===== src/design/mtirq_pkg.sv =====
// Package: constants and event indices for the measurement timer interrupt logic
package mtirq_pkg;
    // ------------------------------------------------------------
    // Event indices and widths
    // ------------------------------------------------------------
    localparam int unsigned NUM_EVENTS = 3;
    localparam int unsigned EV_PW      = 0;    // Pulse-width capture updated
    localparam int unsigned EV_PR      = 1;    // Period capture updated
    localparam int unsigned EV_MATCH   = 2;    // Counter reached period value
    localparam int unsigned COUNT_W    = 16;   // Counter and period width
    localparam int unsigned SYNC_STAGES = 2;   // Flops in the CPU-clock synchroniser

    // ------------------------------------------------------------
    // Reset values
    // ------------------------------------------------------------
    localparam logic [2:0] EVENT_RST = 3'h0;
    localparam logic       BIT_RST   = 1'h0;
endpackage : mtirq_pkg


===== src/design/mtirq_sync.sv =====
// Two-flop level synchroniser for a group of toggle signals
module mtirq_sync #(
    parameter int unsigned WIDTH = 3
) (
    input  wire logic             clk,
    input  wire logic             reset_n,
    input  wire logic [WIDTH-1:0] async_in,
    output logic      [WIDTH-1:0] sync_out
);
    logic [WIDTH-1:0] meta_q;
    logic [WIDTH-1:0] sync_q;

    // First stage feeds only the second stage
    always_ff @(posedge clk or negedge reset_n) begin
        if (!reset_n) begin
            meta_q <= '0;
            sync_q <= '0;
        end else begin
            meta_q <= async_in;
            sync_q <= meta_q;
        end
    end

    assign sync_out = sync_q;
endmodule // mtirq_sync


===== src/design/mtirq_top.sv =====
// Measurement timer interrupt logic: triggers, synchronisers, flags and request
module mtirq_top
    import mtirq_pkg::*;
(
    input  wire logic                         clk,
    input  wire logic                         reset_n,
    input  wire logic                         sync_mode,
    input  wire logic                         measure_clock,
    input  wire logic                         captured_pulse_width_update,
    input  wire logic                         captured_period_update,
    input  wire logic                         count_enable,
    input  wire logic [mtirq_pkg::COUNT_W-1:0] measure_counter,
    input  wire logic [mtirq_pkg::COUNT_W-1:0] measure_period_value,
    input  wire logic                         pulse_width_acquired_enable,
    input  wire logic                         period_acquired_enable,
    input  wire logic                         period_match_enable,
    input  wire logic                         pulse_width_flag_clear,
    input  wire logic                         period_flag_clear,
    input  wire logic                         period_match_flag_clear,
    output logic                              pulse_width_acquired_flag,
    output logic                              period_acquired_flag,
    output logic                              period_match_flag,
    output logic                              counter_halt,
    output logic                              irq
);
    import mtirq_pkg::*;

    // ------------------------------------------------------------
    // Event sources
    // ------------------------------------------------------------
    logic [NUM_EVENTS-1:0] event_req;
    logic [NUM_EVENTS-1:0] flag_clear;
    logic [NUM_EVENTS-1:0] flag_enable;
    logic                  match_now;

    // Match only counts while the counter is running
    assign match_now = count_enable && (measure_counter == measure_period_value);

    // Capture updates and the match form the three sources
    assign event_req[EV_PW]    = captured_pulse_width_update;
    assign event_req[EV_PR]    = captured_period_update;
    assign event_req[EV_MATCH] = match_now;

    assign flag_clear  = {period_match_flag_clear, period_flag_clear, pulse_width_flag_clear};
    assign flag_enable = {period_match_enable, period_acquired_enable,
                          pulse_width_acquired_enable};

    // ------------------------------------------------------------
    // Measure clock edge detection
    // ------------------------------------------------------------
    logic mclk_q;
    logic mclk_rise;

    always_ff @(posedge clk or negedge reset_n) begin
        if (!reset_n) begin
            mclk_q <= BIT_RST;
        end else begin
            mclk_q <= measure_clock;
        end
    end

    assign mclk_rise = measure_clock && !mclk_q;

    // ------------------------------------------------------------
    // Trigger stage: one toggle per source
    // ------------------------------------------------------------
    // A toggle carries each event across; a pulse could be lost in the synchroniser.
    logic [NUM_EVENTS-1:0] pending_q;
    logic [NUM_EVENTS-1:0] toggle_q;
    logic [NUM_EVENTS-1:0] fire;

    genvar gi;
    generate
        for (gi = 0; gi < NUM_EVENTS; gi++) begin : g_trig
            // Synchronous mode waits for a measure clock edge, asynchronous fires at once
            assign fire[gi] = (event_req[gi] || pending_q[gi])
                              && (!sync_mode || mclk_rise);

            always_ff @(posedge clk or negedge reset_n) begin
                if (!reset_n) begin
                    pending_q[gi] <= BIT_RST;
                    toggle_q[gi]  <= BIT_RST;
                end else begin
                    pending_q[gi] <= (event_req[gi] || pending_q[gi]) && !fire[gi];
                    toggle_q[gi]  <= toggle_q[gi] ^ fire[gi];
                end
            end
        end
    endgenerate

    // ------------------------------------------------------------
    // Crossing into the CPU clock domain
    // ------------------------------------------------------------
    logic [NUM_EVENTS-1:0] toggle_sync;
    logic [NUM_EVENTS-1:0] seen_q;
    logic [NUM_EVENTS-1:0] trig_edge;

    mtirq_sync #(
        .WIDTH    (NUM_EVENTS)
    ) u_sync (
        .clk      (clk),
        .reset_n  (reset_n),
        .async_in (toggle_q),
        .sync_out (toggle_sync)
    );

    // Edge of the synchronised toggle is one event
    always_ff @(posedge clk or negedge reset_n) begin
        if (!reset_n) begin
            seen_q <= EVENT_RST;
        end else begin
            seen_q <= toggle_sync;
        end
    end

    assign trig_edge = toggle_sync ^ seen_q;

    // ------------------------------------------------------------
    // Sticky flags and interrupt request
    // ------------------------------------------------------------
    logic [NUM_EVENTS-1:0] flag_q;
    logic [NUM_EVENTS-1:0] flag_d;
    logic                  halt_q;

    // Set wins over a clear arriving in the same cycle
    assign flag_d = trig_edge | (flag_q & ~flag_clear);

    always_ff @(posedge clk or negedge reset_n) begin
        if (!reset_n) begin
            flag_q <= EVENT_RST;
            halt_q <= BIT_RST;
        end else begin
            flag_q <= flag_d;
            halt_q <= match_now;
        end
    end

    assign pulse_width_acquired_flag = flag_q[EV_PW];
    assign period_acquired_flag      = flag_q[EV_PR];
    assign period_match_flag         = flag_q[EV_MATCH];
    assign counter_halt              = halt_q;
    // Each flag reaches the CPU only through its own enable
    assign irq = |(flag_q & flag_enable);
endmodule // mtirq_top


===== config.mk =====
export PLATFORM = sky130hd
export DESIGN_NAME = mtirq_top
export DESIGN_NICKNAME = d
export VERILOG_FILES = /design/src/design/mtirq_pkg.sv /design/src/design/mtirq_sync.sv /design/src/design/mtirq_top.sv
export SDC_FILE = /design/constraint.sdc
export NUM_CORES = 1
export LEC_CHECK = 0
export BUFFER_PORTS_ARGS = -buffer_cell sky130_fd_sc_hd__buf_2
export CAP_MARGIN = 20
export CORE_ASPECT_RATIO = 1.25
export CORE_MARGIN = 4
export CORE_UTILIZATION = 43
export DETAILED_ROUTE_END_ITERATION = 10
export PLACE_DENSITY = 0.77
export SLEW_MARGIN = 20
export SYNTH_ARGS = -nofsm -noshare
export SYNTH_HDL_FRONTEND = slang
export SYNTH_SLANG_ARGS = --single-unit

===== constraint.sdc =====
create_clock -name clk -period 1.2 [get_ports clk]
set_input_delay 0 -clock clk [delete_from_list [all_inputs] [get_ports clk]]
set_output_delay 0 -clock clk [all_outputs]
set_load 0.05 [all_outputs]

==> results of run 1 <==
timing repair:
item	CTS	global route
setup endpoints to repair	1	3
hold endpoints to repair	27	1
pin swaps	1	1
hold buffers	8	1
buffers inserted	2	0
gates resized for setup	2	1
tightest hold or removal path: cells and delay by family:
family,cells,cell delay (ns)
and+or+nand+nor,2,0.13
buffers and inverters,1,0.09
xor gates and xnor gates,1,0.07
cells by family after synthesis:
kind of cell	after synthesis
buffers and inverters	6
multiplexers	1
XOR/XNOR	21
AND/OR/NAND/NOR	22
flip-flops	20
AO/OA/AOI/OAI	9
final cells by class:
class / instances / area (sq um)
clock buffer: 3 / 22.5
sequential: 20 / 500
tap: 20 / 25.0
inverter: 6 / 22.5
fill: 155 / 642
multi-input combinational: 53 / 405
timing repair buffer: 64 / 387
worst min-delay path by stage:
stage                              startpoint           end  slack, ns  depth (start not counted)
after floorplan                       reset_n  counter_halt      -0.30                          0
after global placement                reset_n     seen_q[2]      -0.05                          1
after detailed placement              reset_n     flag_q[2]      -0.04                          1
after CTS                 measure_counter[12]  counter_halt       0.03                          4
after global routing      measure_counter[12]  counter_halt       0.03                          4
final                     measure_counter[12]  counter_halt       0.04                          4
synth_stat cells:
master / number / area (sq um)
sky130_fd_sc_hd__a222oi_1: 1 / 10.0
sky130_fd_sc_hd__and4b_1: 2 / 20.0
sky130_fd_sc_hd__dfrtp_1: 20 / 500
sky130_fd_sc_hd__inv_1: 6 / 22.5
sky130_fd_sc_hd__mux2i_1: 1 / 10.0
sky130_fd_sc_hd__nand2_1: 4 / 15.0
sky130_fd_sc_hd__nand2b_1: 1 / 6.26
sky130_fd_sc_hd__nand3_1: 3 / 15.0
sky130_fd_sc_hd__nand4_1: 1 / 6.26
sky130_fd_sc_hd__nand4b_1: 1 / 8.76
sky130_fd_sc_hd__nor2_1: 5 / 18.8
sky130_fd_sc_hd__nor4_1: 3 / 18.8
sky130_fd_sc_hd__nor4_4: 1 / 21.3
sky130_fd_sc_hd__o2111ai_1: 1 / 8.76
sky130_fd_sc_hd__o21ai_0: 5 / 25.0
sky130_fd_sc_hd__o21ai_1: 1 / 5.00
sky130_fd_sc_hd__o21ba_1: 1 / 10.0
sky130_fd_sc_hd__or4_4: 1 / 11.3
sky130_fd_sc_hd__xnor2_1: 13 / 114
sky130_fd_sc_hd__xor2_1: 7 / 61.3
sky130_fd_sc_hd__xor2_2: 1 / 16.3
flip-flops by register name (all words and copies together), names as in the netlist:
name,flops
counter_halt,1
flag_q,3
mclk_q,1
pending_q,3
seen_q,3
toggle_q,3
u_sync.meta_q,3
u_sync.sync_out,3
metal layers:
layer / global-route usage (%) / up-vias
met5: 0 / -
met4: 8.30 / 0
met2: 28.9 / 40
met1: 12.4 / 359
li1: - / 404
met3: 3.24 / 2
power groups by stage:
stage	clock network, mW	registers, mW	logic (mW)
after global routing	0.341	0.963	0.694
after global placement	0	0.950	0.535
after detailed placement	0	0.967	0.550
after CTS	0.303	0.945	0.643
after floorplan	0	1.05	0.255
final	0.291	0.942	0.639
==> out/metrics.yaml, run 1 <==
run_status:
  outcome: "finished with violations"
  failed_checks: "negative setup slack"
cells_and_area:
  post-route-cell-area_sq_um: 1360
  finish.cell_count_without_fillers: 166
  layout_commonest_cell: "sky130_fd_sc_hd__buf_2"
  antennaDiodeCount: 0
  mostFrequentLayoutCells: "sky130_fd_sc_hd__buf_2 (48), sky130_fd_sc_hd__dfrtp_1 (20), sky130_fd_sc_hd__xnor2_1 (13)"
  post_route_cells_drive_above_1_share_pct: 42.5
  areaGrowthSynthToFinish_pct: 47.4
  postLayoutCoreUtil_pct: 68.0
  fin_nets: 193
sta:
  timing_worst_slew_pin_value_ns: 0.420
  setup_repair_after_global_routing_missed_its_margin: "yes"
  final.setup.worst_slack_ns: -0.0319
  fmax_ghz: 0.812
  max-slew-margin-rel_pct: 72.0
  final_period_minus_worst_setup_slack_ns: 1.23
  fin_hold_ws_ns: 0.0412
  setup_viol: 1
  finalMaxSlewViolations: 0
  clock_skew_ns: 0.00127
  fin_setup_tns_ns: -0.0319
  finalHoldViolations: 0
  post_route_clock_period_utilization_pct: 103
placement:
  final_replace_weighted_congestion: 0.753
  detailedPlace.worstSlack_ns: -0.266
  dpl.cell_count: 152
  place_area_sq_um: 1220
  port_buffers: 49
  hpwlAfterDp_mm: 1.56
cts:
  max-clock-path-buffers: 2
  clock-sinks: 20
  cts-buffers-inserted: 3
  cts.reportedPaths.clkPinSlew_ns: 0.10
  clk-insertion-delay-late_ns: 0.28
  cts_tree: "yes"
  clk_root_buffer_cell: "sky130_fd_sc_hd__clkbuf_4"
  clock_tree.htree_level_count: 1
floorplanning:
  core.rowCount: 18
  fp.dieW_microns: 49.5
  die_y_microns: 59.8
  core_area_sq_um: 2000
  initial_standard_cell_utilization_of_the_core_pct: 46.1
  fp.dieArea_sq_um: 2960
  num_io_pins: 50
power:
  power.density_nw_per_um2: 1370
  power.internal_mw: 1.27
  cellLeakagePower_nw: 0.679
  total_power_mw: 1.87
  vdd_ir_drop_max_mv: 0.665
  combinationalPowerShare_pct: 34.1
  clock_power_share_pct: 15.5
  sequentialPowerShare_pct: 50.3
  netSwitchingFraction_pct: 32.2
  net-switching-power_mw: 0.602
worst_setup_path:
  path_max_fanout: 2
  worstPathBufferInverterCount: 2
  critical_path_cell_count: 3
  critPathMaxStageDelay_ns: 0.40
  r2r-start: "mclk_q"
  setup.reg_to_reg.worst_slack_ns: 0.15
  cp.arrival_ns: 1.23
  critical-path-top-delay-family: "flip-flops"
  crit_path_cell_trace: "a222oi_1 -> inv_1 -> buf_6"
  crit_path_top_delay_cell: "sky130_fd_sc_hd__dfrtp_1"
  worst-r2r-cell-count: 4
  timing.critical_path.from_type: "register"
  timing.critical_path.required_ns: 1.20
  worstSetupPathType: "register to output port"
  timing.critical_path.from: "flag_q[1]"
  rr_endpoint: "toggle_q[2]"
  critPathCaptureType: "output port"
  critPathCapture: "irq"
global_route:
  globalRouteOverflowTotal: 0
  grt_start_max_net_pins: 21
  groute.usage.overall_pct: 14.2
  wire_length_of_the_first_global_routing_pass_mm: 3.17
  grt_pass1_vias: 834
  initial_antenna_violation_count: 0
synthesis:
  synthAdderAreaFrac_pct: 0
  yosys_warnings: 0
  syn_avg_cell_area_sq_um: 11.7
  synthesis.area_sq_um: 925
  ys_seq_area_share_pct: 54.1
  share_of_the_synthesized_area_in_compound_gates_ao_oa_aoi_oai_pct: 6.36
  ys_ff_latch: 20
  synth_simple_gate_area_share_pct: 15.3
  synthesized_instance_count: 79
  muxShareOfSynthArea_pct: 1.08
  main_combinational_cell_family_by_area_after_synthesis: "XOR/XNOR gates"
  number_of_distinct_library_cells_after_synthesis: 21
  synth-xor-area-share_pct: 20.7
  synth_nets: 124
drt:
  routed_wire_length_per_instance_microns: 11.6
  routed-via-count: 805
  met2_wirelength_mm: 1.03
  route.detailed.drc: 0
  routedLengthMet1_microns: 682
  drt-total-wl_mm: 1.92
  number_of_routed_nets_with_antenna_violations: 0
  firstDrtPassIters: 4
  routed.top_layer: "met4"
  first_iter_violations: 11
  route.met3.wl_microns: 185
  post_drt_via_cell_ratio: 4.85
worst_hold_path:
  holdCritPathClass: "primary input to register"
run:
  maxCapViolCount: 0
Note: power is estimated with default switching activity, not from simulation.
==> inputs of run 2 (changes only) <==
--- a/config.mk
+++ b/config.mk
@@ -11,7 +11,7 @@
 export CORE_MARGIN = 4
 export CORE_UTILIZATION = 43
 export DETAILED_ROUTE_END_ITERATION = 10
-export PLACE_DENSITY = 0.77
+export PLACE_DENSITY = 0.85
 export SLEW_MARGIN = 20
 export SYNTH_ARGS = -nofsm -noshare
 export SYNTH_HDL_FRONTEND = slang
==> run 2 against run 1 <==
Compared with the run above: the run still ends with negative setup slack left; sequential share of layout area shrank 0.40 points; register-to-register slack is essentially flat; sequential cell count is the same; sequential power is essentially flat; clock skew grew 0.0063 ns; clock power grew 84%.
==> out/metrics.yaml, run 2 (synthesis gave the netlist of run 1 again) <==
sta:
  max-slew-margin-rel_pct: 71.8
  clock_skew_ns: 0.00757
  fmax_ghz: 0.805
  finalHoldViolations: 0
  post_route_clock_period_utilization_pct: 103
  setup_viol: 1
  setup_repair_after_global_routing_missed_its_margin: "yes"
  final.setup.worst_slack_ns: -0.0419
  finalMaxSlewViolations: 0
  final_period_minus_worst_setup_slack_ns: 1.24
  timing_worst_slew_pin_value_ns: 0.423
cells_and_area:
  nFillCells: 155
  mostFrequentLayoutCells: "sky130_fd_sc_hd__buf_2 (48), sky130_fd_sc_hd__dfrtp_1 (20), sky130_fd_sc_hd__xnor2_1 (13)"
  antennaDiodeCount: 0
  postLayoutCoreUtil_pct: 68.7
  fin_nets: 191
  areaGrowthSynthToFinish_pct: 49.0
  layout_commonest_cell: "sky130_fd_sc_hd__buf_2"
  post_route_cells_drive_above_1_share_pct: 42.1
global_route:
  initial_antenna_violation_count: 0
  grt_pass1_vias: 849
  wire_length_of_the_first_global_routing_pass_mm: 3.53
  globalRouteOverflowTotal: 0
  grt_start_max_net_pins: 21
  groute.usage.overall_pct: 15.9
floorplanning:
  fp.dieW_microns: 49.5
  core.rowCount: 18
  fp.dieArea_sq_um: 2960
  core_area_sq_um: 2000
  initial_standard_cell_utilization_of_the_core_pct: 46.1
  num_io_pins: 50
  die_y_microns: 59.8
worst_setup_path:
  critical_path_cell_count: 3
  path_max_fanout: 2
  critical-path-top-delay-family: "flip-flops"
  cp.arrival_ns: 1.24
  worstPathBufferInverterCount: 2
  rr_endpoint: "toggle_q[2]"
  crit_path_top_delay_cell: "sky130_fd_sc_hd__dfrtp_1"
  worstSetupPathType: "register to output port"
  setup.reg_to_reg.worst_slack_ns: 0.14
  timing.critical_path.required_ns: 1.20
  crit_path_cell_trace: "a222oi_1 -> inv_1 -> buf_6"
  critPathCaptureType: "output port"
  worst-r2r-cell-count: 4
  timing.critical_path.from_type: "register"
  critPathMaxStageDelay_ns: 0.40
  r2r-start: "mclk_q"
cts:
  clk_root_buffer_cell: "sky130_fd_sc_hd__clkbuf_4"
  clk-insertion-delay-late_ns: 0.29
  max-clock-path-buffers: 2
  cts_tree: "yes"
  cts.reportedPaths.clkPinSlew_ns: 0.10
  clock_tree.htree_level_count: 1
  clock-sinks: 20
  cts-buffers-inserted: 3
drt:
  firstDrtPassIters: 5
  number_of_routed_nets_with_antenna_violations: 0
  routed_wire_length_per_instance_microns: 12.8
  drt-total-wl_mm: 2.12
  routed-via-count: 828
  post_drt_via_cell_ratio: 5.02
  first_iter_violations: 11
  route.detailed.drc: 0
worst_hold_path:
  worstHoldEndpoint: "counter_halt"
  hold_path_depth: 4
  holdCritPathClass: "primary input to register"
  hold_path.startpoint: "measure_counter[8]"
power:
  cellLeakagePower_nw: 0.684
  netSwitchingFraction_pct: 29.9
  power.density_nw_per_um2: 1520
  combinationalPowerShare_pct: 29.4
  vdd_ir_drop_max_mv: 0.902
  total_power_mw: 2.09
  clock_power_share_pct: 25.6
  net-switching-power_mw: 0.626
  sequentialPowerShare_pct: 45.0
  power.internal_mw: 1.47
placement:
  hpwlAfterDp_mm: 1.62
  port_buffers: 49
  final_replace_weighted_congestion: 0.706
run_status:
  failed_checks: "negative setup slack"
  outcome: "finished with violations"
run:
  maxCapViolCount: 0
## run 2: changes by cell type in the layout (fill, tap and decap cells not counted), sizes merged
cell,previous run,this run
buf,55,53
bufinv,0,1
## run 2: worst max-delay path by stage
stage,from,endpoint,slack [ns]
6_report,flag_q[0],irq,-0.04
5_1_grt,flag_q[0],irq,-0.16
4_1_cts,flag_q[0],irq,-0.05
3_5_place_dp,measure_period_value[2],toggle_q[2],-0.24
3_3_place_gp,measure_period_value[2],toggle_q[2],-0.20
2_1_floorplan,measure_period_value[2],toggle_q[2],-0.06
## run 2: layout make-up
type | count | area, sq um | share of cell area [%]
Sequential cell | 20 | 500 | 36.3
Clock inverter | 1 | 30.0 | 2.18
Inverter | 6 | 22.5 | 1.63
Multi-Input combinational cell | 53 | 405 | 29.4
Clock buffer | 3 | 22.5 | 1.63
Tap cell | 20 | 25.0 | 1.82
Timing Repair Buffer | 62 | 372 | 27.0
## run 2: per-stage QoR
step / worst slack, ns / std cells / TNS [ns] / hold WS [ns] / cell area, sq um
2_1_floorplan: -0.0630 / 79 / -0.0630 / -0.296 / 925
3_3_place_gp: -0.199 / 151 / -0.243 / -0.0577 / 1220
3_5_place_dp: -0.244 / 151 / -0.305 / -0.0395 / 1220
4_1_cts: -0.0506 / 164 / -0.0506 / 0.0327 / 1360
5_1_grt: -0.156 / 165 / -0.156 / 0.0667 / 1380
6_report: -0.0419 / 165 / -0.0419 / 0.0417 / 1380
## run 2: worst reg2reg max path: stages, from the launching register on
cell	delay (ns)
sky130_fd_sc_hd__dfrtp_1	0.39
sky130_fd_sc_hd__o21ai_2	0.22
sky130_fd_sc_hd__and4b_1	0.23
sky130_fd_sc_hd__mux2i_1	0.07
sky130_fd_sc_hd__o2111ai_1	0.07
## run 2: timing repair
action | in CTS | in global routing
pin swaps | 1 | 0
setup endpoints to repair | 1 | 5
resized for setup | 2 | 1
buffers inserted | 1 | 0
hold buffers | 8 | 1
hold endpoints to repair | 27 | 1
## run 2: per-layer routing
metal | up-vias | share of wire [%] | GRT usage (%)
met3 | 8 | 9.2 | 3.74
met1 | 368 | 38 | 16.5
li1 | 400 | - | -
met4 | 0 | 2.4 | 6.72
met5 | - | 0 | 0
met2 | 52 | 50 | 30.7
## run 2: power by group through the flow
stage / Clock, mW / Combinational (mW) / Sequential [mW]
after floorplan: 0 / 0.255 / 1.05
after global placement: 0 / 0.531 / 0.950
after detailed placement: 0 / 0.549 / 0.962
after CTS: 0.545 / 0.613 / 0.944
after global routing: 0.590 / 0.663 / 0.967
final: 0.536 / 0.616 / 0.942
==> inputs of run 3 (changes only) <==
--- a/config.mk
+++ b/config.mk
@@ -12,6 +12,7 @@
 export CORE_UTILIZATION = 43
 export DETAILED_ROUTE_END_ITERATION = 10
 export PLACE_DENSITY = 0.85
+export REMOVE_ABC_BUFFERS = 1
 export SLEW_MARGIN = 20
 export SYNTH_ARGS = -nofsm -noshare
 export SYNTH_HDL_FRONTEND = slang
==> run 3 against run 2 <==
Compared with the run above: the flow still finishes with violations (negative setup slack); highest routed layer unchanged; worst hold slack got worse by 0.021 ns; largest power group unchanged; clock skew decreased by 0.0011 ns; total power shrank 0.20%; maximum frequency fell by 6.5%; final area decreased by 1.5%; clock power decreased by 2%; via count down 3.5%; die area unchanged; sequential power is 0.7% higher; global-route usage shrank 1.3 points; sequential cell count did not move; register-to-register slack about the same.
==> out/metrics.yaml, run 3 (synthesis gave the netlist of run 1 again) <==
run_status:
  outcome: "finished with violations"
  failed_checks: "negative setup slack"
drt:
  route.detailed.drc: 0
  routed_wire_length_per_instance_microns: 11.9
  post_drt_via_cell_ratio: 4.90
  routed-via-count: 799
  first_iter_violations: 5
  number_of_routed_nets_with_antenna_violations: 0
  firstDrtPassIters: 4
  drt-total-wl_mm: 1.94
sta:
  timing_worst_slew_pin_value_ns: 0.405
  fin_hold_ws_ns: 0.0209
  clock_skew_ns: 0.00648
  final_period_minus_worst_setup_slack_ns: 1.33
  setup_repair_after_global_routing_missed_its_margin: "yes"
  fin_setup_tns_ns: -0.141
  fmax_ghz: 0.753
  post_route_clock_period_utilization_pct: 111
  final.setup.worst_slack_ns: -0.128
  max-slew-margin-rel_pct: 72.8
  finalHoldViolations: 0
  finalMaxSlewViolations: 0
  setup_viol: 2
worst_setup_path:
  r2r-start: "mclk_q"
  timing.critical_path.from_type: "register"
  worstSetupPathType: "register to output port"
  cp.arrival_ns: 1.33
  path_max_fanout: 2
  setup.reg_to_reg.worst_slack_ns: 0.14
  critPathCaptureType: "output port"
  timing.critical_path.required_ns: 1.20
  rr_endpoint: "toggle_q[0]"
  worst-r2r-cell-count: 4
cts:
  cts_tree: "yes"
  max-clock-path-buffers: 2
  clock-sinks: 20
  cts.reportedPaths.clkPinSlew_ns: 0.11
  clk-insertion-delay-late_ns: 0.29
  clk_root_buffer_cell: "sky130_fd_sc_hd__clkbuf_4"
  cts-buffers-inserted: 3
  clock_tree.htree_level_count: 1
power:
  power.density_nw_per_um2: 1540
  vdd_ir_drop_max_mv: 0.850
  cellLeakagePower_nw: 0.674
  total_power_mw: 2.09
cells_and_area:
  layout_commonest_cell: "sky130_fd_sc_hd__buf_2"
  areaGrowthSynthToFinish_pct: 46.7
  post_route_cells_drive_above_1_share_pct: 41.3
  finish.cell_count_without_fillers: 163
  mostFrequentLayoutCells: "sky130_fd_sc_hd__buf_2 (48), sky130_fd_sc_hd__dfrtp_1 (20), sky130_fd_sc_hd__xnor2_1 (13)"
  fin_nets: 189
  nFillCells: 145
  antennaDiodeCount: 0
global_route:
  grt_use_met1_pct: 15.0
  initial_antenna_violation_count: 0
  wire_length_of_the_first_global_routing_pass_mm: 3.27
  fraction_of_met3_tracks_used_by_global_routing_pct: 3.24
  grt_start_max_net_pins: 21
  busiest_layer: "met2"
  globalRouteOverflowTotal: 0
  groute.usage.overall_pct: 14.6
  grt_pass1_vias: 859
  globalRouteMet2Util_pct: 29.3
placement:
  final_replace_weighted_congestion: 0.745
  detailedPlace.worstSlack_ns: -0.325
  port_buffers: 49
  dpl.cell_count: 150
  hpwlAfterDp_mm: 1.61
floorplanning:
  num_io_pins: 50
  core.rowCount: 18
  fp.dieW_microns: 49.5
  fp.dieArea_sq_um: 2960
  initial_standard_cell_utilization_of_the_core_pct: 46.1
  core_area_sq_um: 2000
  die_y_microns: 59.8
run:
  maxCapViolCount: 0
worst_hold_path:
  hold_path.startpoint: "measure_counter[11]"
  hold_path_depth: 4
  holdCritPathClass: "primary input to register"
  worstHoldEndpoint: "counter_halt"
## run 3: how the worst max path moves through the flow
stage | startpoint | end | slack, ns | depth (start not counted)
detailed placement | measure_period_value[10] | toggle_q[2] | -0.32 | 6
CTS | flag_q[0] | irq | -0.15 | 3
floorplan | measure_period_value[10] | toggle_q[2] | -0.15 | 5
global route | flag_q[0] | irq | -0.25 | 3
finish | flag_q[0] | irq | -0.13 | 3
global placement | measure_period_value[10] | toggle_q[2] | -0.29 | 6
## run 3: what timing repair did
action,in CTS,in global routing
setup endpoints to repair,2,2
hold buffers,8,0
hold endpoints to repair,27,0
buffers inserted,1,0
pin swaps,1,1
resized for setup,2,0
cloned,0,0
## run 3: power by group
| group | total (mW) | internal (mW) | switching [mW] |
|---|---|---|---|
| clock | 0.525 | 0.337 | 0.188 |
| combinational | 0.616 | 0.275 | 0.341 |
| sequential | 0.949 | 0.850 | 0.0989 |
| total | 2.09 | 1.46 | 0.628 |
## run 3: cell type report
class	count	area [sq um]	share of cell area (%)
Timing Repair Buffer	60	354	26.1
Tap cell	20	25.0	1.85
Clock inverter	1	30.0	2.21
Multi-Input combinational cell	53	402	29.6
Sequential cell	20	500	36.9
Inverter	6	22.5	1.66
Clock buffer	3	22.5	1.66
## run 3: metrics by stage
stage / util [%] / area [sq um]
2_1_floorplan: - / 925
3_3_place_gp: 60.4 / 1210
3_5_place_dp: 60.4 / 1210
4_1_cts: 67.7 / 1360
5_1_grt: 67.7 / 1360
6_report: 67.7 / 1360
## run 3: critical path, stage by stage (launching register included)
cell                       delay (ns)
sky130_fd_sc_hd__dfrtp_1         0.42
sky130_fd_sc_hd__a222oi_1        0.35
sky130_fd_sc_hd__inv_1           0.11
sky130_fd_sc_hd__buf_6           0.17
## run 3: layer usage
metal  up-vias  share of wire (%)  wire [microns]
met5         -                  0               0
met4         0               0.72              14
met3         2                8.1             157
met2        44                 54            1050
met1       354                 37             721
li1        399                  -               -
